**src/asfs_regs.svh**
```systemverilog
// constants for the angle sensor spi framing link
`ifndef ASFS_REGS_SVH
`define ASFS_REGS_SVH
`define ASFS_LEN_SHORT 5'd16
`define ASFS_LEN_LONG 5'd17
`define ASFS_LEN_CRC 5'd20
`define ASFS_CRC_PRESET 4'hf
`define ASFS_BIT_START 15
`define ASFS_BIT_RW 14
`define ASFS_ADDR_HI 13
`define ASFS_ADDR_LO 8
`define ASFS_ZERO_ADDR 6'h00
`define ASFS_ZERO_DATA 16'h0000
`define ASFS_SCLK_DIV 4'd4
`endif

```
**src/asfs_pkg.sv**
```systemverilog
// types shared by both ends of the spi framing link
package asfs_pkg;
  typedef enum logic [1:0] {ASFS_IDLE, ASFS_ASSERT, ASFS_SHIFT, ASFS_DONE} asfs_hstate_t;
  typedef logic [15:0] asfs_word_t;
  // crc x^4+x+1, one bit step
  function automatic logic [3:0] asfs_crc_step(input logic [3:0] c, input logic d);
    logic inv;
    inv = d ^ c[3];
    asfs_crc_step = {c[2], c[1], c[0] ^ inv, inv};
  endfunction : asfs_crc_step
  function automatic logic [3:0] asfs_crc16(input logic [15:0] w);
    logic [3:0] c;
    c = 4'hf;
    for (int i = 15; i >= 0; i--) begin
      c = asfs_crc_step(c, w[i]);
    end
    asfs_crc16 = c;
  endfunction : asfs_crc16
endpackage : asfs_pkg

```
**src/asfs_if.sv**
```systemverilog
// spi link between the host end and the sensor end
`timescale 1ns/1ps
`default_nettype none
interface asfs_if;
  logic sclk;
  logic cs_n;
  logic mosi;
  logic miso;
  modport host (output sclk, output cs_n, output mosi, input miso);
  modport dev (input sclk, input cs_n, input mosi, output miso);
endinterface : asfs_if
`default_nettype wire

```
**src/asfs_dev.sv**
```systemverilog
// sensor end: spi mode 3 target framing, pipelined reads, crc out
`timescale 1ns/1ps
`default_nettype none
`include "asfs_regs.svh"
module asfs_dev
  import asfs_pkg::*;
(
  input wire logic clock,
  input wire logic rst,
  asfs_if.dev link,
  input wire logic long_frame_enable,
  input wire asfs_word_t rd_data,
  output logic [5:0] rd_addr,
  output logic wr_stb,
  output logic [5:0] wr_addr,
  output logic [7:0] wr_data,
  output logic ier_flag,
  input wire logic ier_clr
);
  logic [1:0] sclk_s_r, cs_s_r, mosi_s_r;
  logic sclk_d_r, cs_d_r;
  logic [4:0] cnt_r;
  logic [15:0] sh_in_r;
  logic [19:0] sh_out_r;
  logic [5:0] rd_addr_r;
  logic wr_stb_r;
  logic [5:0] wr_addr_r;
  logic [7:0] wr_data_r;
  logic ier_r;
  logic miso_r;
  asfs_word_t result;
  logic sclk_rise, sclk_fall, cs_fall, cs_rise, sel;
  logic len_ok, is_write, frame_ok, extra_clk;

  // frame lengths accepted at release of select
  function automatic logic asfs_len_valid(input logic [4:0] n, input logic en);
    return (n == `ASFS_LEN_SHORT) || (n == `ASFS_LEN_CRC) || (n == `ASFS_LEN_LONG && en);
  endfunction : asfs_len_valid

  // register address field of a received command word
  function automatic logic [5:0] asfs_cmd_addr(input logic [15:0] w);
    return w[`ASFS_ADDR_HI:`ASFS_ADDR_LO];
  endfunction : asfs_cmd_addr

  // each pin passes two flops; the delayed copy finds edges
  always_ff @(posedge clock or posedge rst) begin
    if (rst) begin
      sclk_s_r <= 2'h3;
      sclk_d_r <= 1'b1;
    end else begin
      sclk_s_r <= {sclk_s_r[0], link.sclk};
      sclk_d_r <= sclk_s_r[1];
    end
  end

  always_ff @(posedge clock or posedge rst) begin
    if (rst) begin
      cs_s_r <= 2'h3;
      cs_d_r <= 1'b1;
    end else begin
      cs_s_r <= {cs_s_r[0], link.cs_n};
      cs_d_r <= cs_s_r[1];
    end
  end

  always_ff @(posedge clock or posedge rst) begin
    if (rst) begin
      mosi_s_r <= 2'h0;
    end else begin
      mosi_s_r <= {mosi_s_r[0], link.mosi};
    end
  end

  // idle-high reset values keep a false edge from following reset
  assign sel = ~cs_s_r[1];
  assign sclk_rise = sel & sclk_s_r[1] & ~sclk_d_r;
  assign sclk_fall = sel & ~sclk_s_r[1] & sclk_d_r;
  assign cs_fall = ~cs_s_r[1] & cs_d_r;
  assign cs_rise = cs_s_r[1] & ~cs_d_r;

  // odd address returns one byte, register zero reads all zero
  always_comb begin
    if (rd_addr_r == `ASFS_ZERO_ADDR) begin
      result = `ASFS_ZERO_DATA;
    end else if (rd_addr_r[0]) begin
      result = {8'h00, rd_data[7:0]};
    end else begin
      result = rd_data;
    end
  end
  assign rd_addr = {rd_addr_r[5:1], 1'b0};

  // bit counter; it saturates so runaway frames still read as too long
  always_ff @(posedge clock or posedge rst) begin
    if (rst) begin
      cnt_r <= 5'h00;
    end else if (cs_fall) begin
      cnt_r <= 5'h00;
    end else if (sclk_rise && cnt_r != 5'h1f) begin
      cnt_r <= cnt_r + 5'h01;
    end
  end

  // input shifter keeps the first sixteen bits of the frame
  always_ff @(posedge clock or posedge rst) begin
    if (rst) begin
      sh_in_r <= 16'h0000;
    end else if (cs_fall) begin
      sh_in_r <= 16'h0000;
    end else if (sclk_rise && cnt_r < `ASFS_LEN_SHORT) begin
      sh_in_r <= {sh_in_r[14:0], mosi_s_r[1]};
    end
  end

  // output shifter: previous result then crc, moves on falling edge
  always_ff @(posedge clock or posedge rst) begin
    if (rst) begin
      sh_out_r <= 20'h00000;
    end else if (cs_fall) begin
      sh_out_r <= {result, asfs_crc16(result)};
    end else if (sclk_fall && cnt_r != 5'h00) begin
      sh_out_r <= {sh_out_r[18:0], 1'b0};
    end
  end

  // the first falling edge keeps bit 15 up; later ones step the word
  always_ff @(posedge clock or posedge rst) begin
    if (rst) begin
      miso_r <= 1'b0;
    end else if (cs_fall) begin
      miso_r <= result[15];
    end else if (sclk_fall && cnt_r != 5'h00) begin
      miso_r <= sh_out_r[18];
    end
  end
  assign link.miso = miso_r;

  assign len_ok = asfs_len_valid(cnt_r, long_frame_enable);
  assign frame_ok = cs_rise & len_ok & ~sh_in_r[`ASFS_BIT_START];
  assign extra_clk = cs_rise & ~len_ok & (cnt_r > `ASFS_LEN_SHORT);
  assign is_write = ~sh_in_r[`ASFS_BIT_START] & sh_in_r[`ASFS_BIT_RW];

  // write capture at frame end
  always_ff @(posedge clock or posedge rst) begin
    if (rst) begin
      wr_stb_r <= 1'b0;
      wr_addr_r <= 6'h00;
      wr_data_r <= 8'h00;
    end else begin
      wr_stb_r <= frame_ok & is_write;
      if (frame_ok && is_write) begin
        wr_addr_r <= asfs_cmd_addr(sh_in_r);
        wr_data_r <= sh_in_r[7:0];
      end
    end
  end

  // read address for the next frame; a write points it at register zero
  always_ff @(posedge clock or posedge rst) begin
    if (rst) begin
      rd_addr_r <= 6'h00;
    end else if (frame_ok) begin
      if (is_write) begin
        rd_addr_r <= `ASFS_ZERO_ADDR;
      end else begin
        rd_addr_r <= asfs_cmd_addr(sh_in_r);
      end
    end
  end
  assign wr_stb = wr_stb_r;
  assign wr_addr = wr_addr_r;
  assign wr_data = wr_data_r;

  // sticky extra-clock warning, set wins over clear
  always_ff @(posedge clock or posedge rst) begin
    if (rst) begin
      ier_r <= 1'b0;
    end else if (extra_clk) begin
      ier_r <= 1'b1;
    end else if (ier_clr) begin
      ier_r <= 1'b0;
    end
  end
  assign ier_flag = ier_r;
endmodule : asfs_dev
`default_nettype wire

```
**src/flat_wrapper.sv**
```systemverilog
// flat-port wrapper written by rule: the top's interface ports become plain ports
module asfs_dev_flat import asfs_pkg::*;
  (clock, rst, long_frame_enable, rd_data, rd_addr, wr_stb, wr_addr, wr_data, ier_flag, ier_clr, link_sclk, link_cs_n, link_mosi, link_miso);
  asfs_if link_i ();
  input wire logic clock;
  input wire logic rst;
  input wire logic long_frame_enable;
  input wire asfs_word_t rd_data;
  output logic [5:0] rd_addr;
  output logic wr_stb;
  output logic [5:0] wr_addr;
  output logic [7:0] wr_data;
  output logic ier_flag;
  input wire logic ier_clr;
  input wire logic [$bits(link_i.sclk)-1:0] link_sclk;
  input wire logic [$bits(link_i.cs_n)-1:0] link_cs_n;
  input wire logic [$bits(link_i.mosi)-1:0] link_mosi;
  output wire logic [$bits(link_i.miso)-1:0] link_miso;
  assign link_i.sclk = link_sclk;
  assign link_i.cs_n = link_cs_n;
  assign link_i.mosi = link_mosi;
  assign link_miso = link_i.miso;
  asfs_dev u_core (.clock(clock), .rst(rst), .link(link_i), .long_frame_enable(long_frame_enable), .rd_data(rd_data), .rd_addr(rd_addr), .wr_stb(wr_stb), .wr_addr(wr_addr), .wr_data(wr_data), .ier_flag(ier_flag), .ier_clr(ier_clr));
endmodule
```
**config.mk**
```make
export PLATFORM = sky130hd
export DESIGN_NAME = asfs_dev_flat
export DESIGN_NICKNAME = d
export VERILOG_FILES = /design/src/asfs_pkg.sv /design/src/asfs_if.sv /design/src/asfs_dev.sv /design/src/flat_wrapper.sv
export VERILOG_INCLUDE_DIRS = /design/src
export SDC_FILE = /design/constraint.sdc
export NUM_CORES = 1
export LEC_CHECK = 0
export ABC_CLOCK_PERIOD_IN_PS = 2400
export BUFFER_PORTS_ARGS = -buffer_cell sky130_fd_sc_hd__buf_2
export CORE_ASPECT_RATIO = 1.25
export CORE_UTILIZATION = 57
export DETAILED_ROUTE_END_ITERATION = 8
export PLACE_DENSITY = 0.79
export SYNTH_ARGS = -nofsm -noshare
export SYNTH_HDL_FRONTEND = slang
export SYNTH_SLANG_ARGS = --single-unit
```
**constraint.sdc**
```tcl
create_clock -name clock -period 2.4 [get_ports clock]
set_input_delay 0.12 -clock clock [delete_from_list [all_inputs] [get_ports clock]]
set_output_delay 0.12 -clock clock [all_outputs]
set_load 0.05 [all_outputs]
```
-- After elaboration in Yosys (flattened, before gate mapping)
Index checks and enable logic that the tools add are counted.
- bits in latches: 0
- register bits: 71
- memories: 0
- output and inout bits: 23
- memory bits (writable): 0
- memory bits (read-only): 0
- multiplexer cells: 13
- divide/modulo/power cells: 0
- bitwise gates (word level): 49
- eq/ne operators: 4
- shift operators: 0
- multipliers: 0
- reduce and logical (&&, ||, !) cells: 13
- order comparisons: 2
- $add $sub $neg: 1
- operators by type and width (cell ; number):
    16-bit two-way mux ; 4
    19-bit two-way mux ; 2
    1-bit bitwise XOR ; 28
    5-bit == test (second input constant) ; 3
    1-bit AND ; 12
    5-bit two-way mux ; 2
    1-bit inverter ; 9
    2-bit nonzero test ; 4
    6-bit zero test ; 1
    6-bit two-way mux ; 1
    5-bit by 1-bit adder with 5-bit output (second input constant) ; 1
    5-bit greater-than comparator (second input constant) ; 1
    1-bit logical AND ; 5
    5-bit < comparator (second input constant) ; 1
    5-bit != test (second input constant) ; 1
    5-bit nonzero test ; 1
    1-bit two-way mux ; 4
    1-bit logical OR ; 2

-- Logic depth before layout (Yosys ltp)
- word-level depth: 13
- gate-level depth with buffers: 8
- gate-level depth less buffers: 7

-- Worst setup path after synthesis
OpenSTA, ideal clock, no wires.
- path type: register to register
- start point: register u_core.cs_s_r[1]
- end point: register u_core.wr_addr_r[0] (netlist: u_core.wr_addr[0])
- path slack: 0.383 ns
- arrival: 1.890 ns
- required time: 2.273 ns
- path buffers: 3
- library setup time: 0.127 ns
- cell stages (with the launch flop): 8
- path through: dfstp_2 buf_4 nand3b_1 a2111oi_4 and2_1 buf_4 buf_6 mux2_1
- longest elaborated chain between the ends: 4
- ends and longest elaborated chain (what ; RTL line ; source):
    from (decl) ; asfs_dev.sv:20 ; logic [1:0] sclk_s_r, cs_s_r, mosi_s_r;
    from (signal assigned) ; asfs_dev.sv:61 ; cs_s_r <= {cs_s_r[0], link.cs_n};
    1-bit AND ; asfs_dev.sv:79 ; assign cs_rise = cs_s_r[1] & ~cs_d_r;
    1-bit AND (2 in a row) ; asfs_dev.sv:139 ; assign frame_ok = cs_rise & len_ok & ~sh_in_r[`ASFS_BIT_START];
    1-bit logical AND ; asfs_dev.sv:151 ; if (frame_ok && is_write) begin
    to (signal assigned) ; asfs_dev.sv:152 ; wr_addr_r <= asfs_cmd_addr(sh_in_r);
    to (decl) ; asfs_dev.sv:27 ; logic [5:0] wr_addr_r;
Every way passes these cells.
A chain may end at the register's enable or synchronous reset.

-- Final worst setup path
- start point: register u_core.cnt_r[1]
- end point: register u_core.wr_data_r[4] (netlist: u_core.wr_data[4])
- longest elaborated chain between the ends: 6
- elaborated cells between the ends (all ways): 9
- ends and longest elaborated chain (what ; RTL line ; source):
    from (decl) ; asfs_dev.sv:22 ; logic [4:0] cnt_r;
    from (signal assigned) ; asfs_dev.sv:100 ; cnt_r <= cnt_r + 5'h01;
    5-bit == test (no line) ; n/a ;
    1-bit logical OR or 1-bit logical AND (tied branches) ; asfs_dev.sv:37 ; return (n == `ASFS_LEN_SHORT) || (n == `ASFS_LEN_CRC) || (n == `ASFS_LEN_LONG && en);
    1-bit logical OR (*) ; asfs_dev.sv:37 ;
    1-bit AND (*) (2 in a row) ; asfs_dev.sv:139 ;
    1-bit logical AND (*) ; asfs_dev.sv:151 ;
    to (signal assigned) ; asfs_dev.sv:153 ; wr_data_r <= sh_in_r[7:0];
    to (decl) ; asfs_dev.sv:28 ; logic [7:0] wr_data_r;
Mark *: on every way between the ends. The rest lies on a longest branch, timed or not.

==> impl_summary.md <==
STA
For the pin with the worst max-slew slack, the measured transition is 0.737 ns. Derived from the worst setup path, the maximum achievable clock frequency is 495 MHz. On the final layout, the worst clock skew is 0.0137 ns. The part of the cycle the worst path needs is 84.2%. Setup violations remaining at the end of the flow were counted as 0. Setup slack on the critical path of the routed design comes to between 0.3 and 0.4 ns. The relative slew slack is between 50% and 60%. The final count of hold timing violations came to 0. Setup repair after global routing left no endpoint under its margin. Adding up every negative setup slack in the final design gives 0 ns. The final period demand of the worst path is 2.02 ns.

The number of max-slew violations in the final report came to 0.

Worst setup path
The critical path class is reg2reg. Across all register-to-register paths, the minimum setup slack is around 0.38 ns. In this run the worst path has a maximum fanout of 15. The capturing element type of the critical path is a flop. The endpoint required time on the critical path is around 2.6 ns. The critical path startpoint category is a flop. The arrival time at the worst endpoint is 2.25 ns.

Logic synthesis
After synthesis the netlist holds a flip-flop and latch count of 71. Yosys mapped the design onto 48 distinct sky130hd cell types. The number of nets in the synthesized netlist is 324. For this run, the number of Yosys warnings is 0. Averaged over all synthesized cells, the footprint is 11.5 sq um. Synthesis handed over a netlist of 297 instances. The synthesized cell area is 3400 sq um. The part of the Yosys area used for sequential elements is 52.4%.

Route
Dividing the detail-routed via count by the number of cells gives 5.60. The number of vias after detailed routing is 2,340. The per-cell routed wire length is 15.4 um. The first-pass iteration count of the detailed router is 6.

The sum of routed wire length over all layers is 6.42 mm. After detailed routing, the number of remaining DRC violations is 3. The detailed router's first-iteration violation count is 69. The antenna violation net count after detailed routing is 0.

Clock tree
The cts-stage hold buffer count is 5. The buffers inserted during post-CTS setup optimization is 0. Clock latency on the worst-skew pair, taken at its later pin, is ~0.35 ns. The clock-pin slew reported for the worst setup and hold paths after clock tree synthesis is 0.08 ns. The longest clock path from root to sink contains 2 buffers.

The number of resized instances in the post-cts repair step is 0. The TritonCTS clock tree is done. The H-tree was split into 3 levels.

The total number of clock tree sinks is 71. The number of clock buffers added by TritonCTS is 9. The CTS root buffer is sky130_fd_sc_hd__clkbuf_8.

Power
For this design the ratio of total power to cell area is 625 nW/um^2. The share of total power dissipated in the clock network is 38.7%. The overall power of the completed layout is 2.44 mW. The switching share of power is approximately a quarter. The internal power component is ~1.9 mW. Registers are responsible for 51.0% of the overall power. The net switching power is approximately 0.6 mW. The part of the total power dissipated in combinational logic is roughly a tenth.

The leakage power figure is 1.84 nW. VDD sags by at most ~0.43 mV.

GRT
The global-route usage over all layers is 22.7%. The initial antenna violation count is 0. The global route total overflow is 0.

The pin count of the biggest net entering global routing is 45. The global-route wire length before repair is approximately 11 mm. The number of global-route vias before repair was 2,377.

Final layout
The synthesis-to-finish area growth is 15.0%. At the end of the flow, the number of nets in the layout was 374. The sequential cells in the finished layout cover a total of 1780 sq um. The number of antenna diodes in the final layout is 0. The combined area of the multi-input logic cells is about 1500 sq um. The library cell used most frequently in the layout, excluding fill and tap cells, is sky130_fd_sc_hd__dfrtp_1.

In the layout the commonest cells are 65 x sky130_fd_sc_hd__dfrtp_1, 44 x sky130_fd_sc_hd__buf_2, 42 x sky130_fd_sc_hd__nand2_1. The count of cells in the finished layout, fillers not included, comes to around 420. Fill cells in the final layout number ~450. The post-route netlist has 24.7% of its cells at a drive strength greater than 1.

Die
The number of cell rows is 31. The die extent in y is 88.4 um. The initial utilization of the core area, before any placement, comes to 58.9%. The width of the chip is 71.1 um. The die area is 6290 sq um. During I/O placement, the number of pins put on the boundary was 46. The core footprint is 5780 sq um.

Place
The number of placed instances, taps included is 397. The final weighted congestion in routability-driven placement is 0.884. The count of port buffers added during placement is 44. At the placement stage, the worst setup path has a slack of around 0.38 ns. The detailed placer's ending HPWL is about 4.5 mm.

Flow run
The count of max-cap constraint violations is 0.

Min path
The path class of the tightest hold or removal check is in2reg.

Outcome
The run finished, with violations left. The final reports fail on DRC.
-- metal layers --
metal	up-vias	track usage (%)	share of wire (%)
met5	-	0	0
met1	1149	26.4	41
met2	42	40.4	54
met3	18	4.78	2.7
li1	1131	-	-
met4	0	10.9	2.7
-- path summary, 6_finish.rpt --
check	startpoint	end	cells after the start
min in group asynchronous	rst	u_core.sh_out_r[6]	3
max in group asynchronous	rst	u_core.cs_s_r[1]	4
worst min-delay path	rd_data[4]	u_core.sh_out_r[8]	2
worst min register to register	u_core.sclk_s_r[0]	u_core.sclk_s_r[1]	0
worst max-delay path	u_core.cnt_r[1]	u_core.wr_data[4]	7
worst max register to register	u_core.cnt_r[1]	u_core.wr_data[4]	7
-- cell type report --
| type | count | share of cell area [%] |
|---|---|---|
| sequential | 71 | 45.6 |
| multi-input combinational | 196 | 37.4 |
| timing repair buffer | 58 | 8.95 |
| clock buffer | 13 | 3.80 |
| tap | 66 | 2.11 |
| clock inverter | 3 | 1.12 |
| inverter | 11 | 1.05 |
-- cell families (layout without fill, tap and decap cells) --
| logic type | Yosys count | after routing | share of synthesized area, % |
|---|---|---|---|
| compound gates | 59 | 59 | 11.4 |
| mux | 32 | 32 | 9.93 |
| flops | 71 | 71 | 52.4 |
| buf+inv | 30 | 85 | 4.67 |
| fa+ha+maj | 4 | 4 | 1.47 |
| xor+xnor | 20 | 20 | 7.17 |
| other cells | 1 | 1 | 0.110 |
| simple gates | 80 | 80 | 12.9 |
-- power groups by stage --
stage | registers (mW) | clock network [mW] | logic [mW]
2_1_floorplan | 1.26 | 0 | 0.181
3_3_place_gp | 1.27 | 0 | 0.245
3_5_place_dp | 1.27 | 0 | 0.248
4_1_cts | 1.25 | 0.962 | 0.256
5_1_grt | 1.25 | 1.01 | 0.277
6_report | 1.25 | 0.945 | 0.253
-- through the flow --
stage	cell area (sq um)	hold slack, ns	utilization, %
2_1_floorplan	3400	0.124	-
3_3_place_gp	3670	0.221	63.5
3_5_place_dp	3670	0.227	63.5
4_1_cts	3910	0.000858	67.7
5_1_grt	3910	0.000437	67.7
6_report	3910	0.00691	67.7
-- synthesized netlist by cell type (all sizes together) --
library cell,n,share of area [%]
inv,11,1.2
dfstp,6,4.6
nand3b,8,2.1
xor2,3,0.77
o32ai,1,0.26
and3,4,0.74
dfrtp,65,48
and2,2,0.37
or4,1,0.22
or3,1,0.18
o21ai,18,2.6
nor4,1,0.18
a21boi,1,0.22
buf,11,2.6
o22ai,2,0.37
nand2b,2,0.37
xnor3,5,3.3
a21o,2,0.44
mux2,14,4.6
a21oi,19,2.8
a31oi,1,0.18
nor2,6,0.88
nor4b,3,1.1
a2111oi,2,1.1
xnor2,12,3.1
nand4,1,0.18
a32oi,1,0.26
a211oi,3,0.81
or3b,1,0.26
conb,1,0.11
clkbuf,8,0.88
nand2,42,4.6
or4b,2,0.59
nor3,4,0.59
o2bb2ai,9,2.3
nor3b,1,0.22
mux2i,18,5.3
ha,4,1.5
nor2b,1,0.18
-- critical path: stages (launching register included) --
cell and delay, ns:
sky130_fd_sc_hd__dfrtp_1 0.41, sky130_fd_sc_hd__inv_1 0.10, sky130_fd_sc_hd__ha_1 0.20, sky130_fd_sc_hd__nand3b_4 0.10, sky130_fd_sc_hd__a2111oi_4 0.35, sky130_fd_sc_hd__and2_1 0.17
sky130_fd_sc_hd__buf_4 0.23, sky130_fd_sc_hd__mux2_2 0.36
-- sequential cells by signal, summed over array words and instances, names as in the netlist, 2 cells and up --
name / cells
u_core.cnt_r: 5
u_core.sh_out_r: 19
u_core.sh_in_r: 16
u_core.sclk_s_r: 2
u_core.wr_data: 8
u_core.wr_addr: 6
u_core.rd_addr_r: 6
u_core.cs_s_r: 2
u_core.mosi_s_r: 2
(Power assumes the default switching activity.)
